==> config.mk <==
export PLATFORM = sky130hd
export DESIGN_NAME = tap_port
export DESIGN_NICKNAME = d
export VERILOG_FILES = /design/src/logic/bsr_chain.v /design/src/logic/tap_port.v
export VERILOG_INCLUDE_DIRS = /design/src /design/src/logic
export SDC_FILE = /design/constraint.sdc
export NUM_CORES = 1
export LEC_CHECK = 0
export BUFFER_PORTS_ARGS = -buffer_cell sky130_fd_sc_hd__buf_2
export CAP_MARGIN = 15
export CORE_ASPECT_RATIO = 0.6
export CORE_MARGIN = 2
export CORE_UTILIZATION = 49
export CTS_CLUSTER_SIZE = 8
export DETAILED_ROUTE_END_ITERATION = 12
export HOLD_SLACK_MARGIN = 0.05
export PLACE_DENSITY = 0.7
export SYNTH_ARGS = -nofsm -noshare
export SYNTH_HDL_FRONTEND = slang
export SYNTH_HIERARCHICAL = 1
export SYNTH_SLANG_ARGS = --single-unit
==> constraint.sdc <==
create_clock -name i_core_clk -period 5.1 [get_ports i_core_clk]
set_input_delay 0.51 -clock i_core_clk [delete_from_list [all_inputs] [get_ports i_core_clk]]
set_output_delay 0.51 -clock i_core_clk [all_outputs]
set_load 0.02 [all_outputs]
==> src/logic/tap_regs.vh <==
// Overview of operation
// - a sixteen-state test access controller stepped by the mode select input
// - mode select sampled on test clock rising edges; undriven pin reads high
// - serial data input sampled on rising test clock; undriven pin reads one
// - serial output driven only in shift states, changing on falling test clock
// - instruction register is three bits wide with no parity bit
// - decoded instruction changes only in update-ir or test-logic-reset, never while shifting
// - test-logic-reset sets instruction to all ones, which is bypass
// - capture-ir loads the fixed pattern 001 into the instruction stages
// - instruction bits shift in least significant bit first
// - decode: 000 extest, 001 highz, 010 sample, 100 clamp, all other codes (011, 101, 110, 111) bypass
// - extest selects boundary register and holds system logic in reset
// - highz resets system logic, selects bypass, floats all outputs
// - five rising edges with mode select high reach test-logic-reset
// - sample captures pins in capture-dr and shifts them out in shift-dr
// - update-dr loads boundary output latches for later extest or clamp
// - clamp drives pins from boundary latches, bypass forms the serial path
// - bypass links serial input to output through one register stage
// - capture-dr with bypass selected loads zero into the bypass stage
// - boundary register chains all pins, used by extest and sample
`ifndef TAP_REGS_VH
`define TAP_REGS_VH

// =====================================================
// instruction codes
`define IR_WIDTH 3
`define IR_EXTEST 3'h0
`define IR_HIGHZ 3'h1
`define IR_SAMPLE 3'h2
`define IR_CLAMP 3'h4
`define IR_BYPASS 3'h7
`define IR_CAPTURE 3'h1
`define IR_RESET 3'h7

// =====================================================
// boundary chain size
`define BSR_PINS 8
`define BSR_LEN 16

`endif

==> src/logic/bsr_chain.v <==
`timescale 1ns/1ns
`include "tap_regs.vh"

// =====================================================
// boundary register: shift stages plus update latches
module bsr_chain (
  input wire i_core_clk,
  input wire i_rstn,
  input wire i_tlr,
  input wire i_capture,
  input wire i_shift,
  input wire i_update,
  input wire i_tdi,
  input wire [`BSR_LEN-1:0] i_pins,
  output wire o_sout,
  output reg [`BSR_LEN-1:0] o_latch
);
  reg [`BSR_LEN-1:0] stage;

  assign o_sout = stage[0];

  always @(posedge i_core_clk or negedge i_rstn) begin
    if (!i_rstn) begin
      stage <= {`BSR_LEN{1'b0}};
      o_latch <= {`BSR_LEN{1'b0}};
    end else begin
      if (i_capture) begin
        stage <= i_pins;
      end else if (i_shift) begin
        stage <= {i_tdi, stage[`BSR_LEN-1:1]};
      end
      if (i_tlr) begin
        o_latch <= {`BSR_LEN{1'b0}};
      end else if (i_update) begin
        o_latch <= stage;
      end
    end
  end
endmodule // bsr_chain

==> src/logic/tap_port.v <==
`timescale 1ns/1ns
`include "tap_regs.vh"

// =====================================================
// test access port, sampled on the core clock
module tap_port (
  input wire i_core_clk,
  input wire i_rstn,
  input wire i_tck,
  input wire i_tms,
  input wire i_tdi,
  input wire [`BSR_PINS-1:0] i_sys_out,
  input wire [`BSR_PINS-1:0] i_sys_oe,
  input wire [`BSR_PINS-1:0] i_pin_in,
  output reg o_tdo,
  output reg o_tdo_oe,
  output reg [`BSR_PINS-1:0] o_pin_out,
  output reg [`BSR_PINS-1:0] o_pin_oe,
  output reg [`BSR_PINS-1:0] o_core_in,
  output reg o_sys_reset,
  output reg [`IR_WIDTH-1:0] o_instr
);
  // =====================================================
  // tap states, one-hot
  localparam [15:0] S_TLR = 16'h0001;
  localparam [15:0] S_RTI = 16'h0002;
  localparam [15:0] S_SEL_DR = 16'h0004;
  localparam [15:0] S_CAP_DR = 16'h0008;
  localparam [15:0] S_SH_DR = 16'h0010;
  localparam [15:0] S_EX1_DR = 16'h0020;
  localparam [15:0] S_PA_DR = 16'h0040;
  localparam [15:0] S_EX2_DR = 16'h0080;
  localparam [15:0] S_UP_DR = 16'h0100;
  localparam [15:0] S_SEL_IR = 16'h0200;
  localparam [15:0] S_CAP_IR = 16'h0400;
  localparam [15:0] S_SH_IR = 16'h0800;
  localparam [15:0] S_EX1_IR = 16'h1000;
  localparam [15:0] S_PA_IR = 16'h2000;
  localparam [15:0] S_EX2_IR = 16'h4000;
  localparam [15:0] S_UP_IR = 16'h8000;

  // =====================================================
  // three-stage pin sampling
  // pins are from outside this clock domain; a level counts once stages 2 and 3 agree
  reg [2:0] tck_s;
  reg [2:0] tms_s;
  reg [2:0] tdi_s;
  reg tck_q;
  reg tms_q;
  reg tdi_q;

  always @(posedge i_core_clk or negedge i_rstn) begin
    if (!i_rstn) begin
      tck_s <= 3'h0;
      tms_s <= 3'h7;
      tdi_s <= 3'h7;
      tck_q <= 1'b0;
      tms_q <= 1'b1;
      tdi_q <= 1'b1;
    end else begin
      tck_s <= {tck_s[1:0], i_tck};
      tms_s <= {tms_s[1:0], i_tms};
      tdi_s <= {tdi_s[1:0], i_tdi};
      if (tck_s[1] == tck_s[2]) begin
        tck_q <= tck_s[2];
      end
      if (tms_s[1] == tms_s[2]) begin
        tms_q <= tms_s[2];
      end
      if (tdi_s[1] == tdi_s[2]) begin
        tdi_q <= tdi_s[2];
      end
    end
  end

  wire tck_rise;
  wire tck_fall;
  assign tck_rise = (tck_s[1] == tck_s[2]) && tck_s[2] && !tck_q;
  assign tck_fall = (tck_s[1] == tck_s[2]) && !tck_s[2] && tck_q;

  // =====================================================
  // controller
  reg [15:0] state;
  reg [15:0] next_state;

  always @* begin
    case (state)
      S_TLR: next_state = tms_q ? S_TLR : S_RTI;
      S_RTI: next_state = tms_q ? S_SEL_DR : S_RTI;
      S_SEL_DR: next_state = tms_q ? S_SEL_IR : S_CAP_DR;
      S_CAP_DR: next_state = tms_q ? S_EX1_DR : S_SH_DR;
      S_SH_DR: next_state = tms_q ? S_EX1_DR : S_SH_DR;
      S_EX1_DR: next_state = tms_q ? S_UP_DR : S_PA_DR;
      S_PA_DR: next_state = tms_q ? S_EX2_DR : S_PA_DR;
      S_EX2_DR: next_state = tms_q ? S_UP_DR : S_SH_DR;
      S_UP_DR: next_state = tms_q ? S_SEL_DR : S_RTI;
      S_SEL_IR: next_state = tms_q ? S_TLR : S_CAP_IR;
      S_CAP_IR: next_state = tms_q ? S_EX1_IR : S_SH_IR;
      S_SH_IR: next_state = tms_q ? S_EX1_IR : S_SH_IR;
      S_EX1_IR: next_state = tms_q ? S_UP_IR : S_PA_IR;
      S_PA_IR: next_state = tms_q ? S_EX2_IR : S_PA_IR;
      S_EX2_IR: next_state = tms_q ? S_UP_IR : S_SH_IR;
      S_UP_IR: next_state = tms_q ? S_SEL_DR : S_RTI;
      default: next_state = S_TLR;
    endcase
  end

  always @(posedge i_core_clk or negedge i_rstn) begin
    if (!i_rstn) begin
      state <= S_TLR;
    end else if (tck_rise) begin
      state <= next_state;
    end
  end

  wire in_tlr;
  assign in_tlr = (state == S_TLR);

  // =====================================================
  // instruction decode
  wire sel_bsr;
  wire is_extest;
  wire is_highz;
  wire is_clamp;
  assign is_extest = (o_instr == `IR_EXTEST);
  assign is_highz = (o_instr == `IR_HIGHZ);
  assign is_clamp = (o_instr == `IR_CLAMP);
  // all other codes fall through to bypass
  assign sel_bsr = is_extest || (o_instr == `IR_SAMPLE);

  // =====================================================
  // instruction and bypass shift stages
  reg [`IR_WIDTH-1:0] ir_shift;
  reg bypass_bit;

  always @(posedge i_core_clk or negedge i_rstn) begin
    if (!i_rstn) begin
      ir_shift <= `IR_RESET;
      o_instr <= `IR_RESET;
      bypass_bit <= 1'b0;
    end else if (in_tlr) begin
      // held on every core cycle in tlr, so bypass is active one core cycle after tlr is entered
      ir_shift <= `IR_RESET;
      o_instr <= `IR_RESET;
    end else if (tck_rise) begin
      if (state == S_CAP_IR) begin
        ir_shift <= `IR_CAPTURE;
      end else if (state == S_SH_IR) begin
        ir_shift <= {tdi_q, ir_shift[`IR_WIDTH-1:1]};
      end else if (state == S_UP_IR) begin
        o_instr <= ir_shift;
      end
      if (state == S_CAP_DR && !sel_bsr) begin
        bypass_bit <= 1'b0;
      end else if (state == S_SH_DR) begin
        bypass_bit <= tdi_q;
      end
    end
  end

  // =====================================================
  // boundary chain: output data, then input pins
  wire [`BSR_LEN-1:0] bsr_latch;
  wire bsr_sout;
  wire [`BSR_LEN-1:0] cap_pins;
  assign cap_pins = {i_sys_out, i_pin_in};

  bsr_chain u_bsr (
    .i_core_clk(i_core_clk),
    .i_rstn(i_rstn),
    .i_tlr(in_tlr),
    .i_capture(tck_rise && sel_bsr && state == S_CAP_DR),
    .i_shift(tck_rise && sel_bsr && state == S_SH_DR),
    .i_update(tck_rise && sel_bsr && state == S_UP_DR),
    .i_tdi(tdi_q),
    .i_pins(cap_pins),
    .o_sout(bsr_sout),
    .o_latch(bsr_latch)
  );

  // =====================================================
  // serial output on falling edge
  always @(posedge i_core_clk or negedge i_rstn) begin
    if (!i_rstn) begin
      o_tdo <= 1'b0;
      o_tdo_oe <= 1'b0;
    end else if (tck_fall) begin
      o_tdo_oe <= (state == S_SH_IR) || (state == S_SH_DR);
      if (state == S_SH_IR) begin
        o_tdo <= ir_shift[0];
      end else if (sel_bsr) begin
        o_tdo <= bsr_sout;
      end else begin
        o_tdo <= bypass_bit;
      end
    end
  end

  // =====================================================
  // pin muxing and system reset
  // the system reset is held through any extest/highz until a new instruction
  always @(posedge i_core_clk or negedge i_rstn) begin
    if (!i_rstn) begin
      o_pin_out <= {`BSR_PINS{1'b0}};
      o_pin_oe <= {`BSR_PINS{1'b0}};
      o_core_in <= {`BSR_PINS{1'b0}};
      o_sys_reset <= 1'b0;
    end else begin
      o_sys_reset <= is_extest || is_highz;
      o_core_in <= i_pin_in;
      if (is_highz) begin
        o_pin_out <= i_sys_out;
        o_pin_oe <= {`BSR_PINS{1'b0}};
      end else if (is_extest || is_clamp) begin
        // latches only move in update-dr with bsr selected or when cleared in tlr, so clamp holds pins steady
        o_pin_out <= bsr_latch[`BSR_LEN-1:`BSR_PINS];
        o_pin_oe <= 8'hff;
      end else begin
        o_pin_out <= i_sys_out;
        o_pin_oe <= i_sys_oe;
      end
    end
  end
endmodule // tap_port

# Word level (Yosys, flattened, before mapping)
# Index checks and enable logic that the tools add are counted.
# word_totals
reg_bits	94
input_bits	29
word_cells	106
# op_classes
eq_ne	24
n_mux	34
bitwise	1
reduce_logical	29
# op_table
operator	count
16-bit one-hot mux with 12 select lines	1
16-bit 2-to-1 mux	6
8-bit 2-to-1 mux	5
3-bit 2-to-1 mux	10
9-bit 2-to-1 mux	2
16-bit by 1-bit equality test with 1-bit output, second input constant	1
16-bit by 10-bit equality test with 1-bit output, second input constant	1
16-bit by 11-bit equality test with 1-bit output, second input constant	1
16-bit by 12-bit equality test with 1-bit output, second input constant	1
16-bit by 13-bit equality test with 1-bit output, second input constant	1
16-bit by 14-bit equality test with 1-bit output, second input constant	1
16-bit by 15-bit equality test with 1-bit output, second input constant	1
16-bit equality test, second input constant	1
16-bit by 2-bit equality test with 1-bit output, second input constant	1
16-bit by 3-bit equality test with 1-bit output, second input constant	1
16-bit by 4-bit equality test with 1-bit output, second input constant	1
16-bit by 5-bit equality test with 1-bit output, second input constant	1
16-bit by 6-bit equality test with 1-bit output, second input constant	1
16-bit by 7-bit equality test with 1-bit output, second input constant	1
16-bit by 8-bit equality test with 1-bit output, second input constant	1
16-bit by 9-bit equality test with 1-bit output, second input constant	1
15-bit 2-to-1 mux	1
13-bit 2-to-1 mux	1
11-bit 2-to-1 mux	1
other kinds (21)	45

# Longest topological paths before layout
# logic_depth
word_depth	7
ltp_mapped	10
mapped_depth_nobuf	6

# Cells and area by module
# The synthesis kept the hierarchy.
# by_module_without_submodules
mod	instances	cells_per_inst	area_per_inst_um2	seq_area_each_um2
tap_port	1	249	2850.2	1570.3
bsr_chain	1	121	1401.3	800.8

# Worst setup path before layout
# OpenSTA, ideal clock, no wires.
# synth_path
kind	flip-flop to flip-flop
from	register state[12]
to	register u_bsr.stage[10]
setup_ps	131
arrival_ps	2111
t_required_ps	4969
slack_ps	2858
stages_incl_launch_ff	11
n_path_buf	4
synth_period_minus_slack_ps	2242
path_cell_list	dfrtp_1 > buf_6 > nor4_4 > and3_1 > buf_6 > nand3_1 > nor4_1 > buf_6 > buf_12 > mux2i_1 > o21ai_1
# synth_via
elab_chain_cells	3
word_cells_on_any_way	6
classes_between	2 x eq/ne; 1 x mux; 3 x reduce/logical
# synth_lines
element	line_no	source
from (decl)	tap_port.v:83	reg [15:0] state;
from (signal assigned)	tap_port.v:112	state <= next_state;
16-bit by 4-bit equality test with 1-bit output or 16-bit by 5-bit equality test with 1-bit output (tied branches)	tap_port.v:172, tap_port.v:173	
1-bit logical AND, on equally long branches	tap_port.v:172, tap_port.v:173	
16-bit 2-to-1 mux or 2-bit nonzero test (tied branches)	--	
to (signal assigned)	bsr_chain.v:24	stage <= {`BSR_LEN{1'b0}};
to (signal assigned)	bsr_chain.v:28	stage <= i_pins;
to (signal assigned)	bsr_chain.v:30	stage <= {i_tdi, stage[`BSR_LEN-1:1]};
to (decl)	bsr_chain.v:18	reg [`BSR_LEN-1:0] stage;
# Parallel ways exist; a longest one is shown, timed or not.
# A chain may end at the register's enable or synchronous reset.

# Worst setup path after layout
# layout_path
from	register state[12]
to	register u_bsr.stage[4]
# The elaborated chain is that of the path after synthesis.

==> flow_summary.toml <==
[drt]
finalWirelength_um = 8230
post_drt_via_cell_ratio = 5.53
antenna_left = 0
drc = 0
detail_route.wl_per_cell_um = 16.2
detailedRoute.firstPassIterationCount = 4
vias = 2817
drt_iter0_drc = 191

[hold_path]
hold_class = "input port to flip-flop"
hold_path_startpoint = "i_tdi"

[sta]
maxSlewHeadroom_pct = 34.0
setup-violations-final = 0
fin_worst_hold_slack_ns = 0.263
finalHoldViolCount = 0
skew_ns = 0.00789
setup_slack_ns = 2.43
finalSetupTns_ns = 0
rsz0062_at_grt = "no"
worst-slew-pin-transition_ns = 0.990
min_period_ns = 2.67
layout_worst_path_cycle_share_pct = 52.4
max_freq_mhz = 374
drv_slew = 0

[critical_path]
rrSetupSlack_ns = 2.43
required_ns = 5.28
rr_startpoint = "state[12]"
timing.critical_path.cells = "nor4_4, and4_2, and3_1, o21ai_0"
crit_path_start = "state[12]"
critical_path.slowest_cell = "sky130_fd_sc_hd__and3_1"
critical_path_class = "flip-flop to flip-flop"
worstSetupStartpointType = "flip-flop"
worst_path_largest_cell_delay_ns = 0.82
arr_time_crit_path_ns = 2.85
highest_fanout_seen_on_the_critical_path = 32
end_kind = "flip-flop"

[clock_tree]
worstSkewPairLatency_ns = 0.34
tritoncts.num_buffers = 9
clock_tree.htree_level_count = 3
hold_buffers = 1
clock_tree.root_cell = "sky130_fd_sc_hd__clkbuf_16"
tritoncts = "built"
cts_num_sinks = 86
buffer_count_from_post_cts_setup_fixing = 0
clk_transition_reported_paths_ns = 0.06
max-clock-path-buffers = 2
cts.repair.resized = 0

[power]
ir_drop_mv = 0.236
clockPowerShare_pct = 41.3
pwr_density_cell_nw_per_um2 = 375
power.combinational.fraction_pct = 15.0
seq_power_share_pct = 43.6
total_leakage_power_nw = 1.95
p_int_w = 0.00124
switching_share_pct = 27.8
net-switching-power_w = 0.000477

[grt]
grt_antenna_before_repair = 0
grt_pass1_vias = 2617
grtUsageTotal_pct = 20.6
grt_start_max_net_pins = 71
global_route_wire_length_before_repair_um = 13700
grt.overflow.total = 0

[place]
dp_slack_ns = 2.48
port_buffers = 58
place_congestion = 0.980
detailedPlacementHpwl_um = 5650

[final_layout]
layout.filler_cells = 659
layout-drive-gt1-share_pct = 29.2
layout.nets = 427
area_growth_syn_to_layout_pct = 16.0
antenna-diode-count = 0

[die]
design.core.area_um2 = 7850
initial_utilization_pct = 50.2
top_level_ports = 59
die-width_um = 120
rows = 25
die-area_um2 = 8800
die-height_um = 73.5

[job]
drv_cap = 0

[synthesis]
yosys_warnings = 6
synthesis.instances = 346
synth_nets = 377
syn-cell-area_um2 = 3940
syn_area_per_cell_um2 = 11.4

[outcome]
status = "completed"
## worst paths after layout
check                           depth (start not counted)        endpoint
worst max-delay path                                    4  u_bsr/stage[4]
worst min-delay path                                    1        tdi_s[0]
worst max register to register                          4  u_bsr/stage[4]
worst min register to register                          0        tck_s[1]
max in group asynchronous                               3        state[2]
min in group asynchronous                               2     o_pin_oe[4]
## per-stage QoR
stage               power, W  util [%]  instance area, um2  std cells
floorplan           0.000939         -                3940        346
global placement     0.00101      54.0                4240        492
detailed placement   0.00101      54.0                4240        492
CTS                  0.00173      58.2                4570        509
global route         0.00178      58.2                4570        509
finish               0.00172      58.2                4570        509
## layout make-up
| cell class | count | area [um2] | area share (%) |
|---|---|---|---|
| clock inverters | 5 | 82.6 | 1.81 |
| multi-input cells | 229 | 1580 | 34.6 |
| clock buffers | 11 | 243 | 5.31 |
| inverters | 7 | 26.3 | 0.575 |
| well taps | 108 | 135 | 2.95 |
| flip-flops and latches | 86 | 2170 | 47.5 |
| repair buffers | 63 | 333 | 7.28 |
## state kept, by name, indices dropped and copies added, names as in the netlist
signal	count
o_sys_reset	1
ir_shift	3
u_bsr/stage	16
tck_s	3
o_pin_out	8
tms_q	1
o_tdo_oe	1
o_instr	3
tck_q	1
o_pin_oe	8
state	16
bypass_bit	1
tdi_s	3
o_tdo	1
u_bsr/o_latch	8
o_core_in	8
tdi_q	1
tms_s	3
## placed cells by master, fill, tap and decap left out, types with 2 or more instances in the layout
cell type / instances
sky130_fd_sc_hd__o31ai_1: 3
sky130_fd_sc_hd__mux2i_1: 29
sky130_fd_sc_hd__clkinv_4: 2
sky130_fd_sc_hd__nor2b_1: 5
sky130_fd_sc_hd__nand4b_1: 3
sky130_fd_sc_hd__nand3b_1: 3
sky130_fd_sc_hd__a31oi_1: 2
sky130_fd_sc_hd__nand2_1: 46
sky130_fd_sc_hd__nor4_4: 4
sky130_fd_sc_hd__mux2_2: 9
sky130_fd_sc_hd__nand3_1: 5
sky130_fd_sc_hd__dfrtp_1: 71
sky130_fd_sc_hd__nor3_4: 2
sky130_fd_sc_hd__o21ai_0: 25
sky130_fd_sc_hd__a21oi_1: 2
sky130_fd_sc_hd__maj3_1: 2
sky130_fd_sc_hd__o21ai_1: 12
sky130_fd_sc_hd__nor4b_1: 6
sky130_fd_sc_hd__buf_4: 5
sky130_fd_sc_hd__clkbuf_16: 9
sky130_fd_sc_hd__and3_1: 2
sky130_fd_sc_hd__ha_1: 2
sky130_fd_sc_hd__xor2_1: 5
sky130_fd_sc_hd__inv_1: 7
sky130_fd_sc_hd__bufinv_16: 2
sky130_fd_sc_hd__nand4_1: 7
sky130_fd_sc_hd__buf_2: 57
sky130_fd_sc_hd__dfstp_2: 15
sky130_fd_sc_hd__a21o_1: 8
sky130_fd_sc_hd__nor2_1: 23
sky130_fd_sc_hd__and4_2: 2
## worst max-delay path, delay by kind of cell (launching register included)
kind	cells	cell delay, ns
compound gates	1	0.23
flops	1	0.50
simple gates	3	1.77
## per-layer routing
metal,up-vias,global-route usage [%],part of all wire [%],wire length (um)
li1,1318,-,-,-
met1,1386,31.1,51,4220
met2,103,27.2,39,3240
met3,10,6.99,8.0,657
met4,0,7.06,1.4,119
met5,-,0,0,0
## power by group through the flow
| stage | combinational, W | clock [W] | sequential [W] |
|---|---|---|---|
| detailed placement | 0.000253 | 0 | 0.000761 |
| CTS | 0.000255 | 0.000724 | 0.000749 |
| global placement | 0.000252 | 0 | 0.000757 |
| finish | 0.000258 | 0.000710 | 0.000749 |
| global route | 0.000277 | 0.000754 | 0.000753 |
| floorplan | 0.000176 | 0 | 0.000763 |
(Power assumes the default switching activity.)
